===== src/common/nac_pkg.sv =====
package nac_pkg;
    // ------------------------------------------------------------
    // widths
    // ------------------------------------------------------------
    localparam int NAC_NIB_W = 4;
    localparam int NAC_DR_W = 3;
    localparam int NAC_ROM_W = 10;
    localparam int NAC_PC_W = 13;
    localparam int NAC_PAGE_W = 6;
    localparam int NAC_LOW_W = 7;
    localparam int NAC_SP_W = 3;
    localparam int NAC_STACK_DEPTH = 8;

    // ------------------------------------------------------------
    // field positions in a rom word
    // ------------------------------------------------------------
    localparam int NAC_ROM_A_LSB = 0;
    localparam int NAC_ROM_B_LSB = 4;
    localparam int NAC_ROM_D_LSB = 8;

    // ------------------------------------------------------------
    // page limits per rom variant
    // ------------------------------------------------------------
    localparam logic [5:0] NAC_PAGE_MAX_SMALL = 6'h1F;
    localparam logic [5:0] NAC_PAGE_MAX_LARGE = 6'h3F;

    // ------------------------------------------------------------
    // reset values
    // ------------------------------------------------------------
    localparam logic [3:0] NAC_RST_NIB = 4'h0;
    localparam logic [2:0] NAC_RST_DR = 3'h0;
    localparam logic [2:0] NAC_RST_SP = 3'h0;
    localparam logic [12:0] NAC_RST_PC = 13'h0000;

    // ------------------------------------------------------------
    // operations issued by the sequencer
    // ------------------------------------------------------------
    typedef enum logic [3:0] {
        NAC_OP_NONE = 4'h0,
        NAC_OP_LOAD_ACC_IMMEDIATE = 4'h1,
        NAC_OP_TABLE_REFERENCE_CALL = 4'h2,
        NAC_OP_ADD_MEMORY = 4'h3,
        NAC_OP_ADD_MEMORY_WITH_CARRY = 4'h4,
        NAC_OP_ADD_IMMEDIATE = 4'h5,
        NAC_OP_AND_MEMORY = 4'h6,
        NAC_OP_OR_MEMORY = 4'h7
    } nac_op_t;

    // instruction issued for one cycle
    typedef struct packed {
        logic valid;
        nac_op_t op;
        logic [3:0] imm;
        logic [5:0] page;
    } nac_instr_t;

    // visible register state
    typedef struct packed {
        logic [3:0] acc;
        logic [3:0] reg_b;
        logic [2:0] reg_d;
        logic carry_flag;
    } nac_regs_t;
endpackage


===== src/rtl/nac_adder.sv =====
`timescale 1ns/10ps
`default_nettype none
// 4-bit adder with carry in, carry out of bit 3
module nac_adder (
    input wire logic [3:0] a, // first operand
    input wire logic [3:0] b, // second operand
    input wire logic cin, // carry in
    output logic [3:0] sum, // truncated sum
    output logic cout // carry out of bit 3
);
    logic [4:0] full;

    // ------------------------------------------------------------
    // add and split
    // ------------------------------------------------------------
    always_comb begin
        full = {1'b0, a} + {1'b0, b} + {4'h0, cin};
        sum = full[3:0];
        cout = full[4];
    end
endmodule
`default_nettype wire


===== src/rtl/nac_alu.sv =====
`timescale 1ns/10ps
`default_nettype none
// Functional notes
// - load immediate writes its nibble into A; carry untouched
// - in a run of load immediates only the first executes; others skipped
// - table call, upper flag 0: rom bits 7-4 to B, 3-0 to A
// - upper flag 1: also rom bits 9,8 into D (top D bit cleared)
// - table address is page p over D[2:0] then A[3:0]
// - table call pushes pc, fetches word, pops pc, sp up then down
// - add memory: A gets A plus memory nibble; carry untouched
// - add with carry: A gets A plus nibble plus carry; carry gets carry out
// - add immediate: A gets A plus n; carry untouched
// - add immediate skips next instruction when no overflow occurred
// - AND: A gets A and memory nibble
// - OR: A gets A or memory nibble
module nac_alu (
    input wire logic clk, // instruction clock
    input wire logic rst, // async reset, active high
    input wire nac_pkg::nac_instr_t instr, // instruction from sequencer
    input wire logic large_rom, // 1 selects the larger rom variant
    input wire logic upper_table_flag, // selects d loading on table call
    input wire logic [3:0] addressed_memory_nibble, // data at data pointer
    input wire logic [12:0] pc, // program counter of the call
    input wire logic [9:0] rom_data, // rom word, valid one cycle after rom_req
    output logic rom_req, // rom fetch strobe
    output logic [12:0] rom_addr, // rom fetch address
    output logic stack_push, // pulse: stack pointer up, pc pushed
    output logic stack_pop, // pulse: pc restored, stack pointer down
    output logic [12:0] pc_restore, // pc value popped from stack
    output logic [2:0] stack_pointer, // current stack pointer
    output logic busy, // table call in progress
    output logic skip_next, // pulse: next instruction is skipped
    output nac_pkg::nac_regs_t regs // A, B, D and carry
);
    import nac_pkg::*;

    // ------------------------------------------------------------
    // table call sequencer states
    // ------------------------------------------------------------
    typedef enum logic [1:0] {
        NAC_ST_IDLE = 2'b00,
        NAC_ST_FETCH = 2'b01,
        NAC_ST_LOAD = 2'b10,
        NAC_ST_POP = 2'b11
    } nac_state_t;

    nac_state_t state_q, state_d;
    nac_regs_t regs_q, regs_d;
    logic last_was_load_q, last_was_load_d;
    logic skip_q, skip_d;
    logic [2:0] sp_q, sp_d;
    logic [12:0] stack_q [NAC_STACK_DEPTH];
    logic push_q, push_d;
    logic pop_q, pop_d;
    logic req_q, req_d;
    logic [12:0] addr_q, addr_d;
    logic [12:0] restore_q, restore_d;
    logic tab_upper_q, tab_upper_d;
    logic busy_q, busy_d;
    logic [3:0] add_b;
    logic add_cin;
    logic [3:0] add_sum;
    logic add_cout;
    logic [5:0] page_lim;

    // clamp page to the variant's range
    function automatic logic [5:0] clamp_page(input logic [5:0] p, input logic big);
        logic [5:0] lim;
        lim = big ? NAC_PAGE_MAX_LARGE : NAC_PAGE_MAX_SMALL;
        clamp_page = (p > lim) ? lim : p;
    endfunction

    // table address from page, D and A
    function automatic logic [12:0] table_addr(input logic [5:0] p, input logic [2:0] d,
                                                input logic [3:0] a);
        table_addr = {p, d, a};
    endfunction

    // ------------------------------------------------------------
    // shared adder
    // ------------------------------------------------------------
    always_comb begin
        add_b = addressed_memory_nibble;
        add_cin = 1'b0;
        if (instr.op == NAC_OP_ADD_IMMEDIATE) begin
            add_b = instr.imm;
        end
        if (instr.op == NAC_OP_ADD_MEMORY_WITH_CARRY) begin
            add_cin = regs_q.carry_flag;
        end
    end

    nac_adder u_adder (
        .a(regs_q.acc),
        .b(add_b),
        .cin(add_cin),
        .sum(add_sum),
        .cout(add_cout)
    );

    assign page_lim = clamp_page(instr.page, large_rom);

    // ------------------------------------------------------------
    // next state
    // ------------------------------------------------------------
    always_comb begin
        state_d = state_q;
        regs_d = regs_q;
        last_was_load_d = last_was_load_q;
        skip_d = 1'b0;
        sp_d = sp_q;
        push_d = 1'b0;
        pop_d = 1'b0;
        req_d = 1'b0;
        addr_d = addr_q;
        restore_d = restore_q;
        tab_upper_d = tab_upper_q;
        case (state_q)
            NAC_ST_IDLE: begin
                if (instr.valid) begin
                    last_was_load_d = (instr.op == NAC_OP_LOAD_ACC_IMMEDIATE);
                    case (instr.op)
                        NAC_OP_LOAD_ACC_IMMEDIATE: begin
                            if (!last_was_load_q) begin
                                regs_d.acc = instr.imm;
                            end // later loads of a run are skipped
                        end
                        NAC_OP_TABLE_REFERENCE_CALL: begin
                            sp_d = sp_q + 3'h1;
                            push_d = 1'b1;
                            req_d = 1'b1;
                            addr_d = table_addr(page_lim, regs_q.reg_d, regs_q.acc);
                            tab_upper_d = upper_table_flag;
                            state_d = NAC_ST_FETCH;
                        end
                        NAC_OP_ADD_MEMORY: begin
                            regs_d.acc = add_sum;
                        end
                        NAC_OP_ADD_MEMORY_WITH_CARRY: begin
                            regs_d.acc = add_sum;
                            regs_d.carry_flag = add_cout;
                        end
                        NAC_OP_ADD_IMMEDIATE: begin
                            regs_d.acc = add_sum;
                            skip_d = ~add_cout;
                        end
                        NAC_OP_AND_MEMORY: begin
                            regs_d.acc = regs_q.acc & addressed_memory_nibble;
                        end
                        NAC_OP_OR_MEMORY: begin
                            regs_d.acc = regs_q.acc | addressed_memory_nibble;
                        end
                        default: begin
                        end
                    endcase
                end
            end
            NAC_ST_FETCH: begin
                state_d = NAC_ST_LOAD; // rom_req high now; rom word arrives in LOAD
            end
            NAC_ST_LOAD: begin
                regs_d.reg_b = rom_data[NAC_ROM_B_LSB +: NAC_NIB_W];
                regs_d.acc = rom_data[NAC_ROM_A_LSB +: NAC_NIB_W];
                if (tab_upper_q) begin
                    regs_d.reg_d = {1'b0, rom_data[NAC_ROM_D_LSB +: 2]};
                end
                restore_d = stack_q[sp_q];
                state_d = NAC_ST_POP;
            end
            NAC_ST_POP: begin
                pop_d = 1'b1;
                sp_d = sp_q - 3'h1;
                state_d = NAC_ST_IDLE;
            end
            default: begin
                state_d = NAC_ST_IDLE;
            end
        endcase
        // busy registered so the port comes straight from a flop
        busy_d = (state_d != NAC_ST_IDLE);
    end

    // ------------------------------------------------------------
    // registers
    // ------------------------------------------------------------
    always_ff @(posedge clk or posedge rst) begin
        if (rst) begin
            state_q <= NAC_ST_IDLE;
            regs_q <= '{acc: NAC_RST_NIB, reg_b: NAC_RST_NIB, reg_d: NAC_RST_DR,
                        carry_flag: 1'b0};
            last_was_load_q <= 1'b0;
            skip_q <= 1'b0;
            sp_q <= NAC_RST_SP;
            push_q <= 1'b0;
            pop_q <= 1'b0;
            req_q <= 1'b0;
            addr_q <= NAC_RST_PC;
            restore_q <= NAC_RST_PC;
            tab_upper_q <= 1'b0;
            busy_q <= 1'b0;
        end else begin
            state_q <= state_d;
            regs_q <= regs_d;
            last_was_load_q <= last_was_load_d;
            skip_q <= skip_d;
            sp_q <= sp_d;
            push_q <= push_d;
            pop_q <= pop_d;
            req_q <= req_d;
            addr_q <= addr_d;
            restore_q <= restore_d;
            tab_upper_q <= tab_upper_d;
            busy_q <= busy_d;
        end
    end

    // ------------------------------------------------------------
    // stack storage: written on push, no reset needed
    // ------------------------------------------------------------
    always_ff @(posedge clk) begin
        if (push_d) begin
            stack_q[sp_d] <= pc;
        end
    end

    // ------------------------------------------------------------
    // outputs straight from flip-flops
    // ------------------------------------------------------------
    assign regs = regs_q;
    assign rom_req = req_q;
    assign rom_addr = addr_q;
    assign stack_push = push_q;
    assign stack_pop = pop_q;
    assign pc_restore = restore_q;
    assign stack_pointer = sp_q;
    assign busy = busy_q;
    assign skip_next = skip_q;
endmodule
`default_nettype wire


===== config.mk =====
export PLATFORM = sky130hd
export DESIGN_NAME = nac_alu
export DESIGN_NICKNAME = d
export VERILOG_FILES = /design/src/common/nac_pkg.sv /design/src/rtl/nac_adder.sv /design/src/rtl/nac_alu.sv
export SDC_FILE = /design/constraint.sdc
export NUM_CORES = 1
export LEC_CHECK = 0
export ABC_AREA = 1
export BUFFER_PORTS_ARGS = -buffer_cell sky130_fd_sc_hd__buf_2
export CORE_AREA = 2 2 95 165
export CTS_BUF_LIST = sky130_fd_sc_hd__clkbuf_8
export DETAILED_ROUTE_END_ITERATION = 12
export DIE_AREA = 0 0 97 167
export MAX_ROUTING_LAYER = met4
export PLACE_DENSITY = 0.68
export RECOVER_POWER = 50
export SLEW_MARGIN = 25
export SYNTH_ARGS = -nofsm -noshare
export SYNTH_HDL_FRONTEND = slang
export SYNTH_SLANG_ARGS = --single-unit
export TNS_END_PERCENT = 30

===== constraint.sdc =====
create_clock -name clk -period 7.55 [get_ports clk]
set_clock_uncertainty 0.1 [all_clocks]
set_input_delay 0.3775 -clock clk [delete_from_list [all_inputs] [get_ports clk]]
set_output_delay 0.3775 -clock clk [all_outputs]
set_load 0.02 [all_outputs]

# Word level (Yosys, flattened, before mapping)
# Memories as Yosys holds them, arrays and structs flattened. A register that Yosys moved wholly into a read port is not among the register bits.
# Cells that the tools add are included.
# Widths: inputs -> output; s select.
# totals
output_inout_bits,46
wordCells,67
mem_bits_ro,0
reg_bits,34
input_bits,46
mem_count,1
ram_bits,104
latch_bits,0
# classes
n_eq_ne,13
shifts,0
n_lt_le_gt_ge,1
n_div,0
mul,0
muxes,23
addsub,4
bitwise,3
n_reduce_logical,9
# mem_list
memory,words,width,read_ports,rd_ports_with_merged_regs,write_ports,line_no,source
stack_q,8,13,1,1,1,nac_alu.sv:52,logic [12:0] stack_q [NAC_STACK_DEPTH];
# ops
cell,n
$eq 4x3->1 const B,4
$pmux 4 s4,1
$mux 4,3
$mux 6,2
$mux 1,10
$eq 4x2->1 const B,2
$pmux 2 s4,1
$pmux 4 s2,1
$gt 6x6->1,1
$mux 3,2
$pmux 3 s2,1
$reduce_and 3->1,2
$add 4x4->5,1
$add 5x1->5,1
$ne 5x3->1 const B,1
$and 4x4->4,1
$eq 2x2->1 const B,2
$eq 4x1->1 const B,1
$mux 2,2
$or 4x4->4,1
$reduce_and 2->1,2
$reduce_and 4->1,1
$reduce_bool 2->1,2
$add 3x1->3 const B,1
7 further kinds,7

# Longest topological paths before layout
# Gate-level depths: netlist of run 1.
# logic_depth
depth_word,8
ltp_mapped,14
ltp_nobuf,14

# By module
# A second synthesis of run 1 with hierarchy kept.
# hier_totals
hier_cells,619
area_unflattened_um2,6550.0
# by_module_without_submodules
mod,area_each_um2,seq_area_each_um2,cells_per_inst,instances
nac_alu,6384.9,4299.1,594,1
nac_adder,165.2,0.0,25,1

# Worst setup path before layout of run 1
# Ideal clock, no wire load.
# synth_path
path_kind,reg2reg
start,"register sp_q[0], in the netlist stack_pointer[0]"
end,"memory stack_q[0][0], enable pin"
setup_slack_ns,4.958
synth_period_minus_slack_ns,2.592
path_buffers,2
setup_ns,0.382
stages_incl_launch_ff,12
t_required_ns,7.068
t_arrival_ns,2.110
path_cell_list,dfrtp_1 -> buf_4 -> inv_4 -> buf_2 -> ha_1 -> nor2_1 -> nor2_1 -> nand2_1 -> nand2_2 -> inv_2 -> nand2_1 -> nor2_1
# synth_between
elab_chain_cells,4
word_cells_on_any_way,5
cone_classes,add/sub (2); mux (3)
# synth_rtl
element,line_no,source
"start, declared",nac_alu.sv:51,"logic [2:0] sp_q, sp_d;"
"start signal, assigned",nac_alu.sv:206,sp_q <= sp_d;
$add 3x1->3,nac_alu.sv:129,sp_d = sp_q + 3'h1;
$mux 3,nac_alu.sv:122,case (instr.op)
$mux 3,nac_alu.sv:120,if (instr.valid) begin
$pmux 3 s2 (*),nac_alu.sv:118,case (state_q)
named net sp_d[1],nac_alu.sv:51,
"end, declared",nac_alu.sv:52,
# Mark *: on every way through the listed nets, which the timed path passes. The rest lies on a longest branch.

# Worst setup path in the final report of run 1
# layout_path
start,register state_q[0]
end,"memory stack_q[4][0], enable pin"
# layout_between
elab_chain_cells,4
word_cells_on_any_way,6
cone_classes,eq/ne (1); mux (4); reduce/logical (1)
# layout_rtl
element,line_no,source
"start, declared",nac_alu.sv:47,"nac_state_t state_q, state_d;"
"start signal, assigned",nac_alu.sv:202,state_q <= state_d;
$logic_not 2->1,nac_alu.sv:118,
$mux 1,nac_alu.sv:118,
$mux 1,nac_alu.sv:221,if (push_d) begin
$mux 1 (implied by the code),nac_alu.sv:222,stack_q[sp_d] <= pc;
# Several ways; a longest one is shown, not always the timed one.

==> out/results.env, run 1 <==
CLOCK_PATH_BUFFERS=2
DRT-WIRELENGTH-PER-CELL_UM=18.7
FILLERINSTANCES=1344
FIRST_PASS_GRT_WIRE_LENGTH_MM=25.1
CTS.ROOT.BUFFER_CELL='clkbuf_8'
MULTIINPUTGATEAREA_MM2=0.00195
STANDARD_CELL_ROW_COUNT=59
POWER.SHARE.SEQUENTIAL=0.417
SYNTH-EDFF-COUNT=104
WORSTSETUPENDPOINTTYPE='register'
FINALCRITICALPERIOD_PS=3340
SETUP-TNS-FINAL_PS=0
SETUP-VIOLATIONS-FINAL=0
WORST_SLEW_PIN_SLEW_PS=2140
SLEW_HEADROOM=-0.437
CRIT_CHAIN='inv_1 > ha_1 > nand2_1 > inv_1 > nand3_2 > buf_4 > inv_1 > nand3_1 > nor2_1'
CORE_MM2=0.0148
OUTCOME='complete, but fails checks'
FINAL_LAYOUT_SIZE_SUFFIX_GT1_FRAC=0.182
FIRST_PASS_ITERS=5
GLOBALPLACE.CONGESTION=0.948
CTS.SINKS=151
GRT_SETUP_UNREPAIRED='false'
CLKLATENCYLATEPIN_PS=440
YOSYSMOSTFREQUENTCELL='nand2_1'
DRC_ERRORS=0
POWER.DENSITY_mW_PER_MM2=358
POST-SYNTH-TOP-AREA-FRACTION=0.478
SYNTH.TOP_CELLS.BY_COUNT='nand2_1, edfxtp_1, nor2_1'
LEAKAGE_POWER_TOTAL_uW=0.00307
CPMAXSTAGEDELAYCELL='nor2_1'
SHARE_OF_THE_CLOCK_PERIOD_USED_BY_THE_WORST_PATH=0.443
INITIAL_CORE_UTIL=0.441
NUMBER_OF_ANTENNA_VIOLATIONS_AT_THE_FIRST_CHECK_IN_GLOBAL_ROUTING=0
CHIPHEIGHT_UM=167
TIMING.CRITICAL_PATH.ARRIVAL_PS=3300
MIN-DELAY-PATH-CLASS='in -> reg'
POSTCTSHOLDBUFS=0
POST_CTS_BUFFERS=0
SYNTH_SEQ_AREA_SHARE=0.657
SYNTH_TOP_CELLS_BY_AREA='edfxtp_1, dfrtp_1, nand2_1'
ANT_NETS=0
ROUTED_VIA_COUNT_DIVIDED_BY_CELL_COUNT=5.33
CP.REQUIRED_PS=7510
TIMING.SETUP.CRITICAL_PATH_CLASS='reg -> reg'
POWER_REPORT.INTERNAL_TOTAL_uW=1620
AREA_DELTA_SYNTH_FINAL_PCT=14.5
VIOLATIONS_IN_THE_FINAL_REPORTS='max-capacitance violations, max-slew violations'
TRITONCTS='done'
SYNTH.LIB_CELLS_USED.DISTINCT=36
CLOCK_NETWORK_FRACTION_OF_TOTAL_POWER=0.243
GRT_UTIL_ALL_LAYERS=0.212
MAPPEDNETLISTAREA_MM2=0.00654
NETSWITCHINGFRACTION=0.396
SLOWEST_DELAY_PS=880
FP.DIEAREA_MM2=0.0162
GRT_START_MAX_NET_PINS=57
SYNTH.FF_LATCH_COUNT=151
PLACE_HPWL_MM=12.0
SETUP.WORST_PATH.START_CLASS='register'
FIRST_GLOBAL_VIAS=4761
YS_ASYNC_SR_FRACTION=0.311
REGISTER_AREA_MM2=0.00430
TRITONCTS.NUM_BUFFERS=17
CPMOSTUSEDCELL='inv_1'
ANTENNA_CELLS_INSERTED=0
PORT_BUFFERS=89
POSTSYNTH.TOPFLOPCELL='edfxtp_1'
YOSYSTOPAREACELL='edfxtp_1'
PWR-SHARE-COMB=0.340
POSTSYNTHCELLCOUNT=601
REPORT.FINAL.HOLD_VIOL_COUNT=0
CRIT_FAMILY='simple AND/OR/NAND/NOR gates'
DRT_FIRST_ITER_VIOLATIONS=303
YS.WARNINGS.COUNT=0
MAX_CAP_VIOL_COUNT=1
CTSRESIZECOUNT=0
WIRE_LENGTH_AFTER_DETAILED_ROUTING_MM=16.5
FIN_NETS=742
HTREE_LEVELS=4
DIE_W_UM=97
CRITPATHBUFINV=4
OVERFLOW_AFTER_GRT=0
POWER_SWITCHING_uW=1060
ROUTED-VIA-COUNT=4700
FINALCOREUTILIZATION=0.505
FINALMAXSLEWVIOLATIONS=48
VDD_DROP_MAX_V=0.000153
POST_SYNTH.CELL_AREA_AVG_UM2=10.9
FMAX_GHz=0.299
TOP_LEVEL_PORTS=92
CLK_PIN_SLEW_WORST_PATHS_PS=90
CRIT_FANOUT=22
[cell usage in the layout (no fill, tap or decap), types with 2 or more instances in the layout]
master     instances
nand2_1          116
edfxtp_1         104
nor2_1            93
o21ai_0           62
buf_2             57
dfrtp_1           46
inv_1             34
clkbuf_1          32
nand3_1           22
clkbuf_8          17
o211ai_1          15
o221ai_1          11
ha_1               9
nand2_2            8
nor2_2             8
a21oi_1            6
nand4_1            5
o21ai_2            5
inv_6              5
clkinv_4           4
nor2_4             3
inv_2              3
o21ai_1            3
nand3_2            3
a2bb2oi_1          3
bufinv_16          3
buf_4              3
mux2_2             2
fa_1               2
conb_1             2
[metrics by stage]
stage	hold slack [ps]	std cells	setup slack, ps	power, uW	instance area [um^2]
4_1_cts	15.4	881	3660	2710	7510
3_5_place_dp	365	849	3730	2060	7080
6_report	40.8	881	4210	2680	7490
2_1_floorplan	349	602	4960	1740	6540
5_1_grt	32.6	881	3930	2830	7490
3_3_place_gp	357	849	3930	2030	7080
[tightest hold or removal path: stages]
cell and delay (ps):
buf_2 70, nand2_1 40, nand2_1 50
[final timing paths]
path / depth (start not counted) / slack [ps] / to / startpoint
worst max-delay path: 9 / 4210 / stack_q[4][0] / state_q[0]
worst min-delay path: 3 / 40 / regs[4] / rom_data[4]
worst max register to register: 9 / 4210 / stack_q[4][0] / state_q[0]
worst min register to register: 2 / 390 / rom_addr[0] / rom_addr[0]
max in group asynchronous: 2 / 5880 / stack_pointer[1] / rst
min in group asynchronous: 2 / 390 / regs[8] / rst
[routing by layer]
metal  track usage  vias to the layer above  part of all wire
li1              -                     2220                 -
met1         0.200                     2247              0.34
met2         0.385                      173              0.55
met3        0.0315                       60             0.034
met4         0.153                        0             0.071
met5             -                        -                 0
[layout make-up]
type,instances,share of cell area
clock inverter,15,0.0256
clock buffer,17,0.0313
timing repair buffer,92,0.0572
sequential,151,0.574
tap,183,0.0306
multi-input combinational,384,0.261
inverter,39,0.0201
[sequential cells by signal, summed over array words and instances (netlist names)]
register / flops
last_was_load_q: 1
tab_upper_q: 1
state_q: 2
stack_q: 104
stack_pop: 1
rom_addr: 12
stack_pointer: 3
busy: 1
regs: 11
rom_req: 1
skip_next: 1
pc_restore: 13
[power groups by stage]
| stage | registers (uW) | clock network [uW] | logic, uW |
|---|---|---|---|
| global placement | 1130 | 0 | 901 |
| detailed placement | 1130 | 0 | 925 |
| CTS | 1120 | 664 | 928 |
| global route | 1140 | 693 | 1010 |
| finish | 1120 | 652 | 912 |
| floorplan | 1220 | 0 | 527 |
[cells by family (layout without fill, tap and decap cells)]
group                      count (synthesis)  in the layout  synth area share
buffers and inverters                     67            163            0.0469
other                                      1              2          0.000573
muxes                                      2              2           0.00344
xor gates and xnor gates                   1              1           0.00134
adders and majority gates                 11             11            0.0233
AOI/OAI and AO/OA                        108            108             0.101
DFF                                      151            151             0.657
and+or+nand+nor                          260            260             0.166
(Power assumes the default switching activity.)
==> run 2, diff against run 1 <==
--- a/config.mk
+++ b/config.mk
@@ -12,7 +12,7 @@
 export DETAILED_ROUTE_END_ITERATION = 12
 export DIE_AREA = 0 0 97 167
 export MAX_ROUTING_LAYER = met4
-export PLACE_DENSITY = 0.68
+export PLACE_DENSITY = 0.7
 export RECOVER_POWER = 50
 export SLEW_MARGIN = 25
 export SYNTH_ARGS = -nofsm -noshare
==> constraint.sdc (replaced) <==
create_clock -name clk -period 2.9 [get_ports clk]
set_clock_uncertainty 0.1 [all_clocks]
set_input_delay 0.145 -clock clk [delete_from_list [all_inputs] [get_ports clk]]
set_output_delay 0.145 -clock clk [all_outputs]
set_load 0.02 [all_outputs]
==> out/results.env, run 2 (synthesis gave the netlist of run 1 again) <==
DIE_W_UM=97  # unchanged
FINALNONFILLERCELLS=934  # +6.0%
GRT_UTIL_ALL_LAYERS=0.201  # -0.0108
LAYOUT_COMMON_CELLS='nand2_1, edfxtp_1, nor2_1, o21ai_0, buf_2'
MOSTFREQUENTLAYOUTCELL='nand2_1'
TIMING.CRITICAL_PATH.ARRIVAL_PS=2480  # -820 ps
FINAL_LAYOUT_SIZE_SUFFIX_GT1_FRAC=0.180  # -0.00219
LARGEST_REGISTER_FF_COUNT=104  # unchanged
FILLERINSTANCES=1274  # -5.2%
SHARE_OF_THE_CLOCK_PERIOD_USED_BY_THE_WORST_PATH=0.845  # +0.402
SETUP-VIOLATIONS-FINAL=0  # unchanged
ANT_NETS=0  # unchanged
CRIT_CHAIN='inv_1 > ha_1 > nand2_1 > inv_2 > nand3_2 > buf_4 > inv_1 > nand3_1 > nor2_1 > buf_4'
FIRST_PASS_GRT_WIRE_LENGTH_MM=25.0  # -0.66%
MAX_CAP_VIOL_COUNT=1  # unchanged
CLKLATENCYLATEPIN_PS=440  # about the same
WIRE_LENGTH_AFTER_DETAILED_ROUTING_MM=15.2  # -8.2%
FIRST_GLOBAL_VIAS=5076  # +6.6%
DRC_ERRORS=0  # unchanged
ROUTED_VIA_COUNT_DIVIDED_BY_CELL_COUNT=5.11  # -4.1%
VIOLATIONS_IN_THE_FINAL_REPORTS='max-capacitance violations, max-slew violations'
TOP_LEVEL_PORTS=92  # unchanged
POST_CTS_BUFFERS=0  # unchanged
ROUTED-VIA-COUNT=4776  # +1.6%
CPMAXSTAGEDELAYCELL='dfrtp_1'
TRITONCTS.NUM_BUFFERS=17  # unchanged
CTSRESIZECOUNT=0  # unchanged
FMAX_GHz=0.408  # +36%
LEAKAGE_POWER_TOTAL_uW=0.00329  # +7.2%
FINALCRITICALPERIOD_PS=2450  # -891 ps
SLEW_HEADROOM=-0.240  # +0.197
VDD_DROP_MAX_V=0.000372  # +140%
CLK_PIN_SLEW_WORST_PATHS_PS=100  # about the same
STANDARD_CELL_ROW_COUNT=59  # unchanged
SLOWEST_DELAY_PS=400  # -480 ps
SETUP.WORST_PATH.START_CLASS='register'
TIMING.SETUP.CRITICAL_PATH_CLASS='reg -> reg'
FINALMAXSLEWVIOLATIONS=48  # unchanged
CP.REQUIRED_PS=2930  # -4580 ps
POWER.DENSITY_mW_PER_MM2=871  # +140%
WORSTSETUPENDPOINTTYPE='register'
WORSTHOLDENDPOINT='last_was_load_q'
DRT_FIRST_ITER_VIOLATIONS=244  # -19%
TRITONCTS='done'
REG2REG_SLACK_PS=450  # -3760 ps
WHS_PATH_DEPTH=5  # +2
WORST_SLEW_PIN_SLEW_PS=1860  # -286 ps
ANTENNA_CELLS_INSERTED=0  # unchanged
AREA_DELTA_SYNTH_FINAL_PCT=21.5
CRITICAL_PATH.REG2REG.STARTPOINT='state_q[0]'
SETUP-TNS-FINAL_PS=0  # unchanged
CTS.SINKS=151  # unchanged
CHIPHEIGHT_UM=167  # unchanged
POSTCTSHOLDBUFS=37  # +37
OUTCOME='complete, but fails checks'
FIN_NETS=795  # +7.1%
INITIAL_CORE_UTIL=0.441  # unchanged
CORE_MM2=0.0148  # unchanged
GRT_SETUP_UNREPAIRED='false'
RR_WORST_DEPTH=10  # +1
GLOBALPLACE.CONGESTION=0.898  # -5.3%
CLOCK_PATH_BUFFERS=2  # unchanged
CRIT_FANOUT=19  # -14%
NUMBER_OF_ANTENNA_VIOLATIONS_AT_THE_FIRST_CHECK_IN_GLOBAL_ROUTING=0  # unchanged
REPORT.FINAL.HOLD_VIOL_COUNT=0  # unchanged
MIN-DELAY-PATH-CLASS='in -> reg'
FIRST_PASS_ITERS=5  # unchanged
FP.DIEAREA_MM2=0.0162  # unchanged
HOLD_WS_PS=32.8  # -7.99 ps
CTS.ROOT.BUFFER_CELL='clkbuf_8'
GRT_START_MAX_NET_PINS=54  # -5.3%
R2R-END='stack_q[6][8]'
MIN-DELAY-START='instr[12]'
PLACE_HPWL_MM=10.6  # -11%
PLACED_CELLS=865  # +1.9%
HTREE_LEVELS=4  # unchanged
DRT-WIRELENGTH-PER-CELL_UM=16.2  # -13%
PORT_BUFFERS=89  # unchanged
OVERFLOW_AFTER_GRT=0  # unchanged
REGMOSTFLOPS='stack_q'
[run 2: through the flow]
stage / power, uW / setup slack [ps] / area, um^2 / utilization
floorplan: 4540 / 308 / 6540 / -
detailed placement: 5320 / 452 / 7200 / 0.485
CTS: 7020 / 427 / 7990 / 0.539
finish: 6920 / 450 / 7950 / 0.536
global placement: 5230 / 561 / 7200 / 0.485
global route: 7400 / 205 / 7950 / 0.536
[run 2: power breakdown]
part	leakage, uW	internal (uW)	switching (uW)
clock network	0.000205	800	842
logic	0.00156	824	1630
registers	0.00152	2620	205
total	0.00329	4240	2680
[run 2: worst max path at each step]
stage,from,end,slack (ps),cells past startpoint
CTS,state_q[0],stack_q[6][8],430,10
detailed placement,state_q[0],stack_q[2][2],450,10
floorplan,stack_pointer[0],stack_q[0][0],310,11
global route,state_q[0],stack_q[6][8],200,10
global placement,state_q[0],stack_q[4][5],560,10
finish,state_q[0],stack_q[6][8],450,10
[run 2: layout make-up]
cell class / instances / area (um^2) / area share
clock buffers: 17 / 234 / 0.0294
clock inverters: 15 / 184 / 0.0231
inverters: 39 / 149 / 0.0187
multi-input cells: 384 / 1940 / 0.244
flip-flops and latches: 151 / 4300 / 0.541
well taps: 183 / 229 / 0.0288
repair buffers: 145 / 916 / 0.115
[run 2: per-layer routing]
metal | global-route usage | vias to the layer above | wire, um
li1 | - | 2331 | -
met1 | 0.200 | 2285 | 5680
met2 | 0.373 | 132 | 8540
met3 | 0.0462 | 28 | 592
met4 | 0.0827 | 0 | 347
met5 | - | - | 0
[run 2: critical path, delay by kind of cell (launching register included)]
family / cells / cell delay (ps)
flops: 1 / 400
simple gates: 4 / 560
fa+ha+maj: 1 / 240
buf+inv: 5 / 830
==> run 3, diff against run 2 <==
--- a/config.mk
+++ b/config.mk
@@ -12,7 +12,7 @@
 export DETAILED_ROUTE_END_ITERATION = 12
 export DIE_AREA = 0 0 97 167
 export MAX_ROUTING_LAYER = met4
-export PLACE_DENSITY = 0.7
+export PLACE_DENSITY = 0.68
 export RECOVER_POWER = 50
 export SLEW_MARGIN = 25
 export SYNTH_ARGS = -nofsm -noshare
==> constraint.sdc (replaced) <==
create_clock -name clk -period 2.3 [get_ports clk]
set_clock_uncertainty 0.1 [all_clocks]
set_input_delay 0.115 -clock clk [delete_from_list [all_inputs] [get_ports clk]]
set_output_delay 0.115 -clock clk [all_outputs]
set_load 0.02 [all_outputs]
==> out/results.env, run 3 (synthesis gave the netlist of run 1 again) <==
NUMBER_OF_ANTENNA_VIOLATIONS_AT_THE_FIRST_CHECK_IN_GLOBAL_ROUTING=0  # unchanged
WHS_PATH_DEPTH=7  # +2
CTS.ROOT.BUFFER_CELL='clkbuf_8'
CLKLATENCYLATEPIN_PS=450  # about the same
CRITPATHBUFINV=3  # -2
DRC_ERRORS=0  # unchanged
TRITONCTS.NUM_BUFFERS=17  # unchanged
DIE_W_UM=97  # unchanged
POWER.DENSITY_mW_PER_MM2=1080  # +24%
OUTCOME='complete, no violations'
FINAL_LAYOUT_SIZE_SUFFIX_GT1_FRAC=0.219  # +0.0391
ROUTED-VIA-COUNT=4938  # +3.4%
CLOCK_NETWORK_FRACTION_OF_TOTAL_POWER=0.224  # -0.013
GLOBALPLACE.CONGESTION=0.933  # +3.9%
FMAX_GHz=0.450  # +10%
CRIT_FAMILY='simple AND/OR/NAND/NOR gates'
DRT-WIRELENGTH-PER-CELL_UM=16.7  # +2.8%
WORSTSETUPENDPOINTTYPE='register'
CTS.SINKS=151  # unchanged
CORE_MM2=0.0148  # unchanged
SETUP-TNS-FINAL_PS=0  # unchanged
ROUTED_VIA_COUNT_DIVIDED_BY_CELL_COUNT=5.22  # +2.1%
FIRST_PASS_ITERS=5  # unchanged
GRT_START_MAX_NET_PINS=54  # unchanged
DRT_FIRST_ITER_VIOLATIONS=310  # +27%
TIMING.FINAL.WS_SETUP_PS=80.2  # -370 ps
MOSTFREQUENTLAYOUTCELL='nand2_1'
SETUP-VIOLATIONS-FINAL=0  # unchanged
STANDARD_CELL_ROW_COUNT=59  # unchanged
LEAKAGE_POWER_TOTAL_uW=0.00339  # +3.0%
MAX_CAP_VIOL_COUNT=0  # -1
AREA_DELTA_SYNTH_FINAL_PCT=26.4
TRITONCTS='done'
REPORT.FINAL.HOLD_VIOL_COUNT=0  # unchanged
TOTAL_POWER_uW=8920  # +29%
FINALCRITICALPERIOD_PS=2220  # -230 ps
MIN-DELAY-PATH-CLASS='in -> reg'
POWER_SWITCHING_uW=3640  # +36%
HTREE_LEVELS=4  # unchanged
CRIT_FANOUT=13  # -6
FINALMAXSLEWVIOLATIONS=0  # -100%
FP.DIEAREA_MM2=0.0162  # unchanged
ANTENNA_CELLS_INSERTED=0  # unchanged
ANT_NETS=0  # unchanged
TOP_LEVEL_PORTS=92  # unchanged
PORT_BUFFERS=89  # unchanged
SLOWEST_DELAY_PS=410  # about the same
CLOCK_PATH_BUFFERS=2  # unchanged
WIRE_LENGTH_AFTER_DETAILED_ROUTING_MM=15.8  # +4.1%
FIRST_PASS_GRT_WIRE_LENGTH_MM=24.8  # -0.64%
SHARE_OF_THE_CLOCK_PERIOD_USED_BY_THE_WORST_PATH=0.965  # +0.120
POWER.SHARE.SEQUENTIAL=0.399  # -0.008
CPMAXSTAGEDELAYCELL='dfrtp_1'
CRIT_CHAIN='inv_2 > ha_4 > nand2_1 > inv_2 > nand3_2 > nand2_1 > nand3_2 > nand2_2 > nand2_4 > nor2_4 > buf_12'
TIMING.CRITICAL_PATH.ARRIVAL_PS=2270  # -210 ps
CLK_PIN_SLEW_WORST_PATHS_PS=100  # about the same
GRT_UTIL_ALL_LAYERS=0.201  # unchanged
TIMING.SETUP.CRITICAL_PATH_CLASS='reg -> reg'
REGMOSTFLOPS='stack_q'
CRITICAL_PATH_CELL_COUNT=11  # +1
CHIPHEIGHT_UM=167  # unchanged
LARGEST_REGISTER_FF_COUNT=104  # unchanged
FIN_NETS=807  # +1.5%
FIRST_GLOBAL_VIAS=5064  # -0.24%
INITIAL_CORE_UTIL=0.441  # unchanged
LAYOUT_COMMON_CELLS='nand2_1, edfxtp_1, nor2_1, o21ai_0, buf_2'
CP.REQUIRED_PS=2350  # -580 ps
WORST_SLEW_PIN_SLEW_PS=954  # -903 ps
OVERFLOW_AFTER_GRT=0  # unchanged
PLACE_HPWL_MM=10.7  # +0.87%
PWR-SHARE-COMB=0.377  # +0.022
NETSWITCHINGFRACTION=0.408  # +0.0207
SETUP.WORST_PATH.START_CLASS='register'
SLEW_HEADROOM=0.363  # +0.603
DETAILEDPLACE.WORSTSLACK_PS=-21.0  # -473 ps
RR_WORST_DEPTH=11  # +1
VDD_DROP_MAX_V=0.000363  # -2.5%
POWER_REPORT.INTERNAL_TOTAL_uW=5280  # +25%
-- run 3: cell count changes in the layout (fill, tap and decap cells not counted), sizes merged --
cell	delta
dlygate4sd3	+3
clkbuf	-2
bufinv	-2
inv	+1
buf	+11
clkinvlp	-1
clkinv	+2
-- run 3: per-layer routing --
metal	GRT usage	vias up	part of all wire	wire length, um
met3	0.0386	29	0.041	643
met1	0.202	2406	0.37	5910
met4	0.100	0	0.024	379
li1	-	2356	-	-
met5	-	-	0	0
met2	0.368	147	0.56	8840
-- run 3: path summary, 6_finish.rpt --
path	startpoint	to	slack (ps)
min in group asynchronous	rst	regs[8]	350
worst min-delay path	instr[7]	regs[9]	30
worst max register to register	state_q[0]	stack_q[1][10]	80
worst max-delay path	state_q[0]	stack_q[1][10]	80
worst min register to register	regs[4]	regs[4]	390
max in group asynchronous	rst	regs[6]	610
-- run 3: worst register-to-register path: cells and delay by family, from the launching register on --
family,cells,cell delay [ps]
adder cells (fa/ha/maj),1,160
buffers and inverters,3,390
flip-flops,1,410
AND/OR/NAND/NOR,7,860
-- run 3: per-stage QoR --
stage	cell area, um^2	std cells	utilization	hold slack (ps)
final	8270	946	0.557	33.4
after global routing	8270	946	0.557	55.7
after CTS	8210	944	0.554	7.77
after detailed placement	7390	872	0.498	94.5
after global placement	7390	872	0.498	89.2
after floorplan	6560	602	-	114
-- run 3: repair_timing --
action | CTS | global route
endpoints found under the hold margin | 148 | 0
buffers inserted | 0 | 2
setup endpoints to repair | 24 | 105
resized for setup | 3 | 21
hold buffers | 40 | 0
pin swaps | 0 | 2
-- run 3: power by group through the flow --
stage	registers [uW]	clock network [uW]	logic [uW]
2_1_floorplan	3990	0	1750
3_3_place_gp	3590	0	3090
3_5_place_dp	3610	0	3180
4_1_cts	3550	2030	3260
5_1_grt	3610	2160	3720
6_report	3570	2000	3360
-- run 3: layout make-up --
class                      count  area [um^2]
inverter                      39          149
clock buffer                  17          234
sequential                   151         4300
tap                          183          229
fill                        1265         6570
multi-input combinational    384         2060
timing repair buffer         157         1110
clock inverter                15          178
